## src/logic/tccc_pkg.sv

```systemverilog
`default_nettype none

package tccc_pkg;

  // ==========================================================================
  // Register map
  localparam logic [7:0] CLEAR_OFFSET  = 8'h04;
  localparam logic [7:0] SET_OFFSET    = 8'h08;
  localparam logic [7:0] STATUS_OFFSET = 8'h0C;
  localparam logic [7:0] CLEAR_RESET   = 8'h00;

  // ==========================================================================
  // Field positions
  localparam int CMD_MSB    = 7;
  localparam int CMD_LSB    = 5;
  localparam int IDX_MSB    = 4;
  localparam int IDX_LSB    = 3;
  localparam int SINGLE_POS = 2;
  localparam int LOCK_POS   = 1;
  localparam int DIR_POS    = 0;

  // ==========================================================================
  // Commands
  typedef enum logic [2:0] {
    TCCC_CMD_NONE  = 3'b000,
    TCCC_CMD_RETRG = 3'b001,
    TCCC_CMD_STOP  = 3'b010,
    TCCC_CMD_UPD   = 3'b011,
    TCCC_CMD_RSYNC = 3'b100
  } tccc_cmd_t;

  typedef enum logic [1:0] {
    TCCC_IDX_TOGGLE = 2'b00,
    TCCC_IDX_SET    = 2'b01,
    TCCC_IDX_CLEAR  = 2'b10,
    TCCC_IDX_HOLD   = 2'b11
  } tccc_idx_t;

  typedef enum logic [1:0] {
    TCCC_ST_RUN  = 2'b00,
    TCCC_ST_STOP = 2'b01
  } tccc_state_t;

  // Strobes toward the counter core
  typedef struct packed {
    logic retrigger;
    logic stop;
    logic force_update;
    logic value_read_sync;
  } tccc_strobe_t;

endpackage

`default_nettype wire

```

## src/logic/tccc_ctrl.sv

```systemverilog
// What this block does
// - Command field bits 7:5: 0 none, 1 retrigger, 2 stop.
// - Command 3 forces update of buffered registers, 4 forces value read sync.
// - Commands execute on next prescaled timer clock tick, not on the write.
// - Command field reads zero once the command has executed.
// - Clear register command write: zero ignored, any one cancels pending command.
// - Ramp index command acts only in either dual-slope ramp mode.
// - Index command: 0 toggle, 1 force B, 2 force A, 3 repeat.
// - Index command applied at update condition; flag updates, field clears.
// - Index field zero write ignored; ones via clear register cancel it.
// - Single-run stops counter at next wrap or on stop command.
// - Without single-run, counter reloads on wrap and keeps running.
// - Writing one to single-run bit via clear register disables it.
//
// Chosen here: the APB register port.
`timescale 1ns/1ns
`default_nettype none

module tccc_ctrl
(
  input  wire  logic                  core_clk_i,
  input  wire  logic                  arst_n_i,
  input  wire  logic                  psel_i,
  input  wire  logic                  penable_i,
  input  wire  logic                  pwrite_i,
  input  wire  logic [7:0]            paddr_i,
  input  wire  logic [31:0]           pwdata_i,
  output logic                        pready_o,
  output logic                        pslverr_o,
  output logic [31:0]                 prdata_o,
  input  wire  logic                  presc_tick_i,
  input  wire  logic                  wrap_i,
  input  wire  logic                  update_cond_i,
  input  wire  logic                  dual_slope_i,
  output tccc_pkg::tccc_strobe_t      strobe_o,
  output logic                        running_o,
  output logic                        cycle_select_flag_o,
  output logic                        single_run_o,
  output logic                        lock_update_o,
  output logic                        direction_o
);

  // ==========================================================================
  // Bus decode
  logic       wr_en;
  logic       rd_en;
  logic       hit_clr;
  logic       hit_set;
  logic       hit_sts;
  logic [7:0] wbyte;

  assign wr_en   = psel_i && penable_i && pwrite_i;
  assign rd_en   = psel_i && penable_i && !pwrite_i;
  assign hit_clr = (paddr_i == tccc_pkg::CLEAR_OFFSET);
  assign hit_set = (paddr_i == tccc_pkg::SET_OFFSET);
  assign hit_sts = (paddr_i == tccc_pkg::STATUS_OFFSET);
  assign wbyte   = pwdata_i[7:0];

  logic [2:0] cmd_reg;
  logic [1:0] idx_reg;
  logic       single_reg;
  logic       lock_reg;
  logic       dir_reg;
  logic       flag_reg;
  tccc_pkg::tccc_state_t state_reg;

  logic cmd_clr;
  logic idx_clr;
  logic cmd_exec;

  assign cmd_clr  = wr_en && hit_clr && (wbyte[tccc_pkg::CMD_MSB:tccc_pkg::CMD_LSB] != 3'h0);
  assign idx_clr  = wr_en && hit_clr && (wbyte[tccc_pkg::IDX_MSB:tccc_pkg::IDX_LSB] != 2'h0);
  assign cmd_exec = presc_tick_i && (cmd_reg != 3'h0);

  // ==========================================================================
  // Bus answer: zero wait states, unmapped addresses error
  always_ff @(posedge core_clk_i or negedge arst_n_i)
  begin
    if (!arst_n_i)
    begin
      pready_o  <= 1'b0;
      pslverr_o <= 1'b0;
    end
    else
    begin
      pready_o  <= psel_i && !penable_i;
      pslverr_o <= psel_i && !penable_i && !(hit_clr || hit_set || hit_sts);
    end
  end

  always_ff @(posedge core_clk_i or negedge arst_n_i)
  begin
    if (!arst_n_i)
    begin
      prdata_o <= 32'h0000_0000;
    end
    else if (psel_i && !penable_i && !pwrite_i)
    begin
      if (hit_clr || hit_set)
      begin
        prdata_o <= {24'h00_0000, cmd_reg, idx_reg, single_reg, lock_reg, dir_reg};
      end
      else if (hit_sts)
      begin
        prdata_o <= {30'h0000_0000, flag_reg, (state_reg == tccc_pkg::TCCC_ST_RUN)};
      end
      else
      begin
        prdata_o <= 32'h0000_0000;
      end
    end
  end

  // ==========================================================================
  // Command field
  always_ff @(posedge core_clk_i or negedge arst_n_i)
  begin
    if (!arst_n_i)
    begin
      cmd_reg <= tccc_pkg::CLEAR_RESET[tccc_pkg::CMD_MSB:tccc_pkg::CMD_LSB];
    end
    else if (cmd_clr)
    begin
      cmd_reg <= 3'h0;
    end
    else if (wr_en && hit_set && (wbyte[tccc_pkg::CMD_MSB:tccc_pkg::CMD_LSB] != 3'h0))
    begin
      cmd_reg <= wbyte[tccc_pkg::CMD_MSB:tccc_pkg::CMD_LSB];
    end
    else if (cmd_exec)
    begin
      cmd_reg <= 3'h0;
    end
  end

  // Command strobes on the prescaled tick
  always_ff @(posedge core_clk_i or negedge arst_n_i)
  begin
    if (!arst_n_i)
    begin
      strobe_o <= '0;
    end
    else
    begin
      strobe_o.retrigger       <= cmd_exec && !cmd_clr
                                  && (cmd_reg == tccc_pkg::TCCC_CMD_RETRG);
      strobe_o.stop            <= cmd_exec && !cmd_clr
                                  && (cmd_reg == tccc_pkg::TCCC_CMD_STOP);
      strobe_o.force_update    <= cmd_exec && !cmd_clr
                                  && (cmd_reg == tccc_pkg::TCCC_CMD_UPD);
      strobe_o.value_read_sync <= cmd_exec && !cmd_clr
                                  && (cmd_reg == tccc_pkg::TCCC_CMD_RSYNC);
    end
  end

  // ==========================================================================
  // Ramp index command and flag
  always_ff @(posedge core_clk_i or negedge arst_n_i)
  begin
    if (!arst_n_i)
    begin
      idx_reg <= tccc_pkg::CLEAR_RESET[tccc_pkg::IDX_MSB:tccc_pkg::IDX_LSB];
    end
    else if (idx_clr)
    begin
      idx_reg <= 2'h0;
    end
    else if (wr_en && hit_set && (wbyte[tccc_pkg::IDX_MSB:tccc_pkg::IDX_LSB] != 2'h0))
    begin
      idx_reg <= wbyte[tccc_pkg::IDX_MSB:tccc_pkg::IDX_LSB];
    end
    else if (update_cond_i && dual_slope_i)
    begin
      idx_reg <= 2'h0;
    end
  end

  always_ff @(posedge core_clk_i or negedge arst_n_i)
  begin
    if (!arst_n_i)
    begin
      flag_reg <= 1'b0;
    end
    else if (update_cond_i && dual_slope_i)
    begin
      // A cancel in the same cycle falls back to plain toggling
      case (idx_clr ? 2'h0 : idx_reg)
        tccc_pkg::TCCC_IDX_TOGGLE: flag_reg <= !flag_reg;
        tccc_pkg::TCCC_IDX_SET:    flag_reg <= 1'b1;
        tccc_pkg::TCCC_IDX_CLEAR:  flag_reg <= 1'b0;
        tccc_pkg::TCCC_IDX_HOLD:   flag_reg <= flag_reg;
        default:                   flag_reg <= flag_reg;
      endcase
    end
  end

  // ==========================================================================
  // Single-run, lock-update, direction bits
  always_ff @(posedge core_clk_i or negedge arst_n_i)
  begin
    if (!arst_n_i)
    begin
      single_reg <= tccc_pkg::CLEAR_RESET[tccc_pkg::SINGLE_POS];
    end
    else if (wr_en && hit_clr && wbyte[tccc_pkg::SINGLE_POS])
    begin
      single_reg <= 1'b0;
    end
    else if (wr_en && hit_set && wbyte[tccc_pkg::SINGLE_POS])
    begin
      single_reg <= 1'b1;
    end
  end

  always_ff @(posedge core_clk_i or negedge arst_n_i)
  begin
    if (!arst_n_i)
    begin
      lock_reg <= tccc_pkg::CLEAR_RESET[tccc_pkg::LOCK_POS];
    end
    else if (wr_en && hit_clr && wbyte[tccc_pkg::LOCK_POS])
    begin
      lock_reg <= 1'b0;
    end
    else if (wr_en && hit_set && wbyte[tccc_pkg::LOCK_POS])
    begin
      lock_reg <= 1'b1;
    end
  end

  always_ff @(posedge core_clk_i or negedge arst_n_i)
  begin
    if (!arst_n_i)
    begin
      dir_reg <= tccc_pkg::CLEAR_RESET[tccc_pkg::DIR_POS];
    end
    else if (wr_en && hit_clr && wbyte[tccc_pkg::DIR_POS])
    begin
      dir_reg <= 1'b0;
    end
    else if (wr_en && hit_set && wbyte[tccc_pkg::DIR_POS])
    begin
      dir_reg <= 1'b1;
    end
  end

  // ==========================================================================
  // Run state
  always_ff @(posedge core_clk_i or negedge arst_n_i)
  begin
    if (!arst_n_i)
    begin
      state_reg <= tccc_pkg::TCCC_ST_STOP;
    end
    else
    begin
      case (state_reg)
        tccc_pkg::TCCC_ST_RUN:
        begin
          if (strobe_o.stop)
          begin
            state_reg <= tccc_pkg::TCCC_ST_STOP;
          end
          else if (wrap_i && single_reg)
          begin
            state_reg <= tccc_pkg::TCCC_ST_STOP;
          end
          else
          begin
            state_reg <= tccc_pkg::TCCC_ST_RUN;
          end
        end
        tccc_pkg::TCCC_ST_STOP:
        begin
          if (strobe_o.retrigger)
          begin
            state_reg <= tccc_pkg::TCCC_ST_RUN;
          end
        end
        default:
        begin
          state_reg <= tccc_pkg::TCCC_ST_STOP;
        end
      endcase
    end
  end

  always_ff @(posedge core_clk_i or negedge arst_n_i)
  begin
    if (!arst_n_i)
    begin
      running_o <= 1'b0;
    end
    else
    begin
      running_o <= (state_reg == tccc_pkg::TCCC_ST_RUN);
    end
  end

  always_ff @(posedge core_clk_i or negedge arst_n_i)
  begin
    if (!arst_n_i)
    begin
      cycle_select_flag_o <= 1'b0;
    end
    else
    begin
      cycle_select_flag_o <= flag_reg;
    end
  end

  always_ff @(posedge core_clk_i or negedge arst_n_i)
  begin
    if (!arst_n_i)
    begin
      single_run_o <= 1'b0;
    end
    else
    begin
      single_run_o <= single_reg;
    end
  end

  always_ff @(posedge core_clk_i or negedge arst_n_i)
  begin
    if (!arst_n_i)
    begin
      lock_update_o <= 1'b0;
    end
    else
    begin
      lock_update_o <= lock_reg;
    end
  end

  always_ff @(posedge core_clk_i or negedge arst_n_i)
  begin
    if (!arst_n_i)
    begin
      direction_o <= 1'b0;
    end
    else
    begin
      direction_o <= dir_reg;
    end
  end

endmodule

`default_nettype wire

```

## config.mk

```make
export PLATFORM = sky130hd
export DESIGN_NAME = tccc_ctrl
export DESIGN_NICKNAME = d
export VERILOG_FILES = /design/src/logic/tccc_pkg.sv /design/src/logic/tccc_ctrl.sv
export SDC_FILE = /design/constraint.sdc
export NUM_CORES = 1
export LEC_CHECK = 0
export ABC_AREA = 1
export BUFFER_PORTS_ARGS = -buffer_cell sky130_fd_sc_hd__buf_2
export CORE_MARGIN = 10
export CORE_UTILIZATION = 44
export CTS_BUF_LIST = sky130_fd_sc_hd__clkbuf_4 sky130_fd_sc_hd__clkbuf_8
export DETAILED_ROUTE_END_ITERATION = 10
export PLACE_DENSITY_LB_ADDON = 0.1
export SYNTH_ARGS = -nofsm -noshare
export SYNTH_HDL_FRONTEND = slang
export SYNTH_SLANG_ARGS = --single-unit
```

## constraint.sdc

```tcl
create_clock -name core_clk_i -period 1.2 [get_ports core_clk_i]
set_input_delay 0.06 -clock core_clk_i [delete_from_list [all_inputs] [get_ports core_clk_i]]
set_output_delay 0.06 -clock core_clk_i [all_outputs]
set_load 0.01 [all_outputs]
```

==> out/results.txt, run 1 <==
Internal: 0.00143 W
cell count after synthesis: 177
post-synthesis sequential area ratio: 48.2%
Clock Sinks: 29
Slew Viols, Final: 0
first drt pass iteration count: 5
Layout Nets: 298
r2r setup slk: 0.05 ns
worst min path class: in -> reg
post-synthesis cell area: 0.00151 mm²
Post-DRT Antenna Nets: 0
total power: 0.00193 W
hold path cells: 4
Worst Hold Margin: 0.0318 ns
Placer Congestion: 0.797
Post-synth top flop: dfrtp_1
Starting Density: 45.2%
Worst Tran Pin Value: 0.627 ns
share of cells above drive strength 1: 33.5%
Worst setup EP type: flop
clock-pin slew on the worst setup and hold paths: 0.09 ns
CTS H-Tree Depth: 2
Ant. Diodes: 0
die width: 78.6 µm
worst slack, placed: -0.212 ns
initial antenna violation count: 0
CP max stage cell: dfrtp_1
combinational power share: 11.8%
PwrDens: 982 mW/mm²
DRT iter0 DRCs: 63
Final Hold Viols: 0
Clock Tree Root: clkbuf_4
# setup viols final: 0
IO buf count: 43
Clock Latency Late Sink: 0.33 ns
first-pass GRT wire length: 6.06 mm
Max-cap violations: 0
dpl hpwl: 2.89 mm
Layout area overhead: 30.1%
Placed Cells: 273
power share of the clock group: 35.7%
maximum clock path buffer count: 2
vias in the first global route: 1370
post-synth top area share: 46.4%
CP arrival: 1.37 ns
Flop pwr share: 52.5%
#FFs+latches synth: 29
core area: 0.00334 mm²
most frequent CP cell: a21oi_1
hold_sp: pwdata_i[3]
hold endpoint: idx_reg[0]$_DFFE_PN0P_
EDFF count, synth: 0
grt total ovfl: 0
max FFs per register: 8
# IOs: 92
Crit Reg-Reg Endpoint: flag_reg$_DFFE_PN0P_
CP Class: reg -> reg
largest area contributor in the synthesized netlist: dfrtp_1
final wirelength: 3.67 mm
post-layout min period: 1.15 ns
final std cells w/o fill: 294
Req. time, crit path: 1.42 ns
Post-Syn Area per Cell: 8.53 µm²
commonest non-fill, non-tap cell in the layout: nand2_1
Worst Skew: 0.00564 ns
asr flop ratio synth: 100%
fin crit share: 95.9%
WL per Instance: 12.5 µm
Register-to-Register Path Depth: 6
via count: 1313
Row Count: 21
most frequent cells in the layout: 45 x nand2_1, 43 x buf_2, 28 x dfrtp_1, 24 x conb_1, 15 x inv_1
fmax: 869 MHz
Max FO, Critical Path: 2
CTS tree: yes
leakage: 1.10 nW
DRC Markers: 0
slew margin rel.: 58.2%
DIE AREA: 0.00617 mm²
Die H: 78.6 µm
Synth Warn #: 0
Sw Share: 25.9%
pin count of the biggest net entering global routing: 30
Tot GR Track Use: 11.9%
DR vias/cell: 4.47
P_sw: 0.000499 W
worst-path cell chain: nand2_1 -> inv_1 -> ha_4 -> nor2_1 -> a21oi_1 -> a21oi_1
status: finished, final reports clean
number of unique standard cell types used by synthesis: 25
worst vdd ir: 0.439 mV
reg2reg start: idx_reg[1]$_DFFE_PN0P_
dominant cells by area after synthesis: dfrtp_1 46%, buf_4 12%, nand2_1 11%
startpoint types: flop
final worst slack: 0.0491 ns
CP peak stage delay: 0.39 ns
cts bufs inserted: 5
## timing repair
item                       in CTS  in global routing
pin swaps                       0                  0
hold buffers                   10                  0
hold endpoints to repair       37                  0
setup buffers                   2                  1
gates resized for setup         0                  2
setup endpoints to repair       1                  1
## per-stage QoR
| stage | util (%) | setup TNS (ns) | cell area, µm² |
|---|---|---|---|
| 4_1_cts | 58.2 | 0 | 1940 |
| 5_1_grt | 58.8 | -0.0168 | 1960 |
| 2_1_floorplan | - | -0.0493 | 1610 |
| 3_5_place_dp | 52.7 | -0.212 | 1760 |
| 3_3_place_gp | 52.7 | -0.161 | 1760 |
| 6_report | 58.8 | 0 | 1960 |
## cells in the mapped netlist, types with 2 or more instances
cell     count
nor2_4       3
nor2_1      11
buf_6        2
inv_1       16
a21oi_1      3
nand3_1     11
inv_2        2
ha_1         2
dfrtp_1     28
nand4_1      5
o21ai_0      9
nor3_1       2
nand2_1     45
nand2_2      2
nor2_2       3
buf_4       24
## layout make-up
type	instances	area, µm²
clock buffer	7	65.1
clock inverter	1	5.00
fill	331	1370
inverter	18	67.6
multi-input combinational	127	628
sequential	29	727
tap	46	57.6
timing repair buffer	66	413
## logic make-up (layout without fill, tap and decap cells)
group                      Yosys count  after routing  synth area share (%)
other                                1             24                 0.249
and+or+nand+nor                     86             86                  26.7
adders and majority gates            2              2                  1.66
AOI/OAI and AO/OA                   15             15                  5.31
buffers and inverters               44             92                  17.9
DFF                                 29             29                  48.2
## power groups by stage
stage / clock network, W / registers (W) / logic [W]
after floorplan: 0 / 0.00104 / 0.000151
after global placement: 0 / 0.00103 / 0.000195
after detailed placement: 0 / 0.00103 / 0.000200
after CTS: 0.000698 / 0.00101 / 0.000225
after global routing: 0.000753 / 0.00102 / 0.000255
final: 0.000687 / 0.00101 / 0.000228
## worst max-delay path: cells and delay by family (launching register included)
| kind | cells | cell delay (ns) |
|---|---|---|
| fa+ha+maj | 1 | 0.27 |
| buf+inv | 1 | 0.07 |
| simple gates | 2 | 0.11 |
| flops | 1 | 0.39 |
| compound gates | 2 | 0.20 |
## worst max-delay path by stage
stage                                 from              endpoint  slack, ns
floorplan                       paddr_i[1]  flag_reg$_DFFE_PN0P_      -0.05
global placement                paddr_i[1]  flag_reg$_DFFE_PN0P_      -0.16
detailed placement              paddr_i[1]  flag_reg$_DFFE_PN0P_      -0.21
CTS                 idx_reg[0]$_DFFE_PN0P_  flag_reg$_DFFE_PN0P_       0.03
global route        idx_reg[1]$_DFFE_PN0P_  flag_reg$_DFFE_PN0P_      -0.02
finish              idx_reg[1]$_DFFE_PN0P_  flag_reg$_DFFE_PN0P_       0.05
## metal layers
metal | wire [µm] | global-route usage, % | share of wire (%)
met1 | 1550 | 13.3 | 42
met2 | 1760 | 19.2 | 48
met3 | 284 | 5.35 | 7.7
met5 | 0 | 0 | 0
met4 | 78 | 5.38 | 2.1
Power figures use the tool's default switching activity.
==> inputs of run 2 (changes only) <==
--- a/config.mk
+++ b/config.mk
@@ -5,9 +5,9 @@
 export SDC_FILE = /design/constraint.sdc
 export NUM_CORES = 1
 export LEC_CHECK = 0
-export ABC_AREA = 1
+export ABC_AREA = 0
 export BUFFER_PORTS_ARGS = -buffer_cell sky130_fd_sc_hd__buf_2
-export CORE_MARGIN = 10
+export CORE_MARGIN = 5
 export CORE_UTILIZATION = 44
 export CTS_BUF_LIST = sky130_fd_sc_hd__clkbuf_4 sky130_fd_sc_hd__clkbuf_8
 export DETAILED_ROUTE_END_ITERATION = 10
==> out/results.txt, run 2 <==
Tot GR Track Use: 17.0% (+5.0 points)
combinational power share: 18.3% (+6.5 points)
Synth Warn #: 0 (unchanged)
Max-cap violations: 0 (unchanged)
Ant. Diodes: 0 (unchanged)
max layer used: met4
power share of the clock group: 31.7% (-4.0 points)
met2 wire len: 1.73 mm (-1.5%)
fin crit share: 101% (+5.2 points)
commonest non-fill, non-tap cell in the layout: buf_2
dominant cells by area after synthesis: dfrtp_1 47%, buf_4 12%, a22o_1 4.1%
worst min path class: in -> reg
initial antenna violation count: 0 (unchanged)
asr flop ratio synth: 100% (unchanged)
# setup viols final: 1 (+1)
first-pass GRT wire length: 5.73 mm (-5.5%)
cell count after synthesis: 133 (-25%)
final wirelength: 3.59 mm (-2.2%)
grt total ovfl: 0 (unchanged)
leakage: 1.05 nW (-3.9%)
most frequent cell after synthesis: dfrtp_1
routed wl met3: 276 µm (-2.8%)
CP Class: in -> reg
most instantiated cells after synthesis: 28 x dfrtp_1, 24 x buf_4, 10 x nand2_1
Starting Density: 45.2% (-0.057 points)
EDFF count, synth: 0 (unchanged)
CTS H-Tree Depth: 2 (unchanged)
clock-pin slew on the worst setup and hold paths: 0.10 ns (about the same)
Slew Viols, Final: 0 (unchanged)
maximum clock path buffer count: 2 (unchanged)
Layout Nets: 262 (-12%)
Final Hold Viols: 0 (unchanged)
die width: 68.3 µm (-13%)
Worst Skew: 0.0103 ns (+0.00463 ns)
final setup TNS: -0.0133 ns (-0.0133 ns)
DIE AREA: 0.00466 mm² (-24%)
Row Count: 21 (unchanged)
CTS tree: yes
slew margin rel.: 57.4% (-0.81 points)
Clock Tree Root: clkbuf_4
Internal: 0.00155 W (+8.8%)
Post-synth top flop: dfrtp_1
cts bufs inserted: 5 (unchanged)
P_sw: 0.000573 W (+15%)
pin count of the biggest net entering global routing: 30 (unchanged)
number of unique standard cell types used by synthesis: 38 (+52%)
most frequent cells in the layout: 42 x buf_2, 28 x dfrtp_1, 24 x conb_1, 24 x buf_4, 10 x nand2_1
Post-Syn Area per Cell: 11.2 µm² (+32%)
Placer Congestion: 0.786 (-1.4%)
status: complete, but fails checks
WL per Instance: 13.9 µm (+11%)
Flop pwr share: 49.9% (-2.6 points)
post-synthesis cell area: 0.00150 mm² (-0.91%)
Worst Tran Pin Value: 0.639 ns (+0.0121 ns)
worst vdd ir: 0.400 mV (-8.9%)
total power: 0.00213 W (+10%)
violated checks: negative setup slack
Req. time, crit path: 1.42 ns (about the same)
CP arrival: 1.43 ns (+0.06 ns)
DRT iter0 DRCs: 23 (-63%)
Max FO, Critical Path: 3 (+1)
startpoint types: input port
final worst slack: -0.0133 ns (-0.0624 ns)
first drt pass iteration count: 4 (-1)
# IOs: 92 (unchanged)
post-synth top area share: 46.9% (+0.43 points)
worst slack, placed: -0.333 ns (-0.122 ns)
Sw Share: 26.9% (+1.1 points)
max FFs per register: 8 (unchanged)
M1 wire length: 1.52 mm (-1.9%)
vias in the first global route: 1266 (-7.6%)
Clock Latency Late Sink: 0.32 ns (about the same)
share of cells above drive strength 1: 46.7% (+13 points)
dpl hpwl: 2.71 mm (-6.2%)
fmax: 824 MHz (-5.1%)
DR vias/cell: 4.77 (+6.8%)
post-synthesis sequential area ratio: 48.6% (+0.44 points)
via count: 1231 (-6.2%)
core area: 0.00331 mm² (-0.79%)
#FFs+latches synth: 29 (unchanged)
largest area contributor in the synthesized netlist: dfrtp_1
IO buf count: 43 (unchanged)
Worst setup EP type: flop
Layout area overhead: 36.2%
Die H: 68.3 µm (-13%)
post-layout min period: 1.21 ns (+0.0624 ns)
Post-DRT Antenna Nets: 0 (unchanged)
DRC Markers: 0 (unchanged)
Clock Sinks: 29 (unchanged)
unrepaired setup endpoints after global routing: yes
PwrDens: 1040 mW/mm² (+6.4%)
[run 2: final cells by class]
type	count	area (µm²)
Inverter	2	7.51
Sequential cell	29	727
Fill cell	311	1270
Timing Repair Buffer	75	482
Tap cell	46	57.6
Clock inverter	1	5.00
Multi-Input combinational cell	98	692
Clock buffer	7	65.1
[run 2: worst max-delay path: stages]
cell and delay (ns):
buf_2 0.11, nor4_4 0.25, nand4_1 0.23, o21ai_2 0.22, inv_2 0.06, ha_4 0.16, nor2_4 0.09, mux2i_1 0.18
nand2_1 0.07
[run 2: repair_timing]
action	in CTS	in global routing
setup buffers	2	0
endpoints found under the setup margin	2	2
pin swaps	2	0
hold buffers	8	0
resized for setup	2	6
endpoints found under the hold margin	35	0
[run 2: metal layers]
metal  vias up  track usage (%)
li1        584                -
met1       587             21.1
met2        54             27.6
met3         6             4.93
met4         0             6.70
met5         -                0
[run 2: cells by family after synthesis]
family,after synthesis,share of synthesized area [%]
other,1,0.251
adder cells (fa/ha/maj),2,1.67
multiplexers,3,2.18
buffers and inverters,29,13.5
AO/OA/AOI/OAI,28,17.4
AND/OR/NAND/NOR,41,16.4
flip-flops,29,48.6
[run 2: final timing paths]
path / startpoint / endpoint / slack [ns] / cells past startpoint
min in group asynchronous: arst_n_i / cycle_select_flag_o$_DFF_PN0_ / 0.29 / 2
worst max-delay path: paddr_i[4] / flag_reg$_DFFE_PN0P_ / -0.01 / 9
worst min register to register: strobe_o[3]$_DFF_PN0_ / state_reg[0]$_DFFE_PN1P_ / 0.42 / 1
worst min-delay path: wrap_i / state_reg[0]$_DFFE_PN1P_ / 0.02 / 3
worst max register to register: idx_reg[0]$_DFFE_PN0P_ / flag_reg$_DFFE_PN0P_ / 0.02 / 5
max in group asynchronous: arst_n_i / prdata_o[0]$_DFFE_PN0P_ / 0.49 / 2
[run 2: power by group through the flow]
stage | clock (W) | sequential (W) | combinational [W]
after global routing | 0.000749 | 0.00107 | 0.000433
after detailed placement | 0 | 0.00108 | 0.000349
final | 0.000675 | 0.00106 | 0.000390
after global placement | 0 | 0.00108 | 0.000342
after CTS | 0.000688 | 0.00106 | 0.000384
after floorplan | 0 | 0.00109 | 0.000202
[run 2: metrics by stage]
stage                     util, %  hold WS [ns]  instances  instance area [µm²]
after detailed placement     55.7         0.118        240                 1850
after floorplan                 -        -0.236        156                 1600
final                        61.5        0.0194        258                 2040
after CTS                    61.0       0.00874        258                 2020
after global placement       55.7         0.111        240                 1850
after global routing         61.5        0.0546        258                 2040
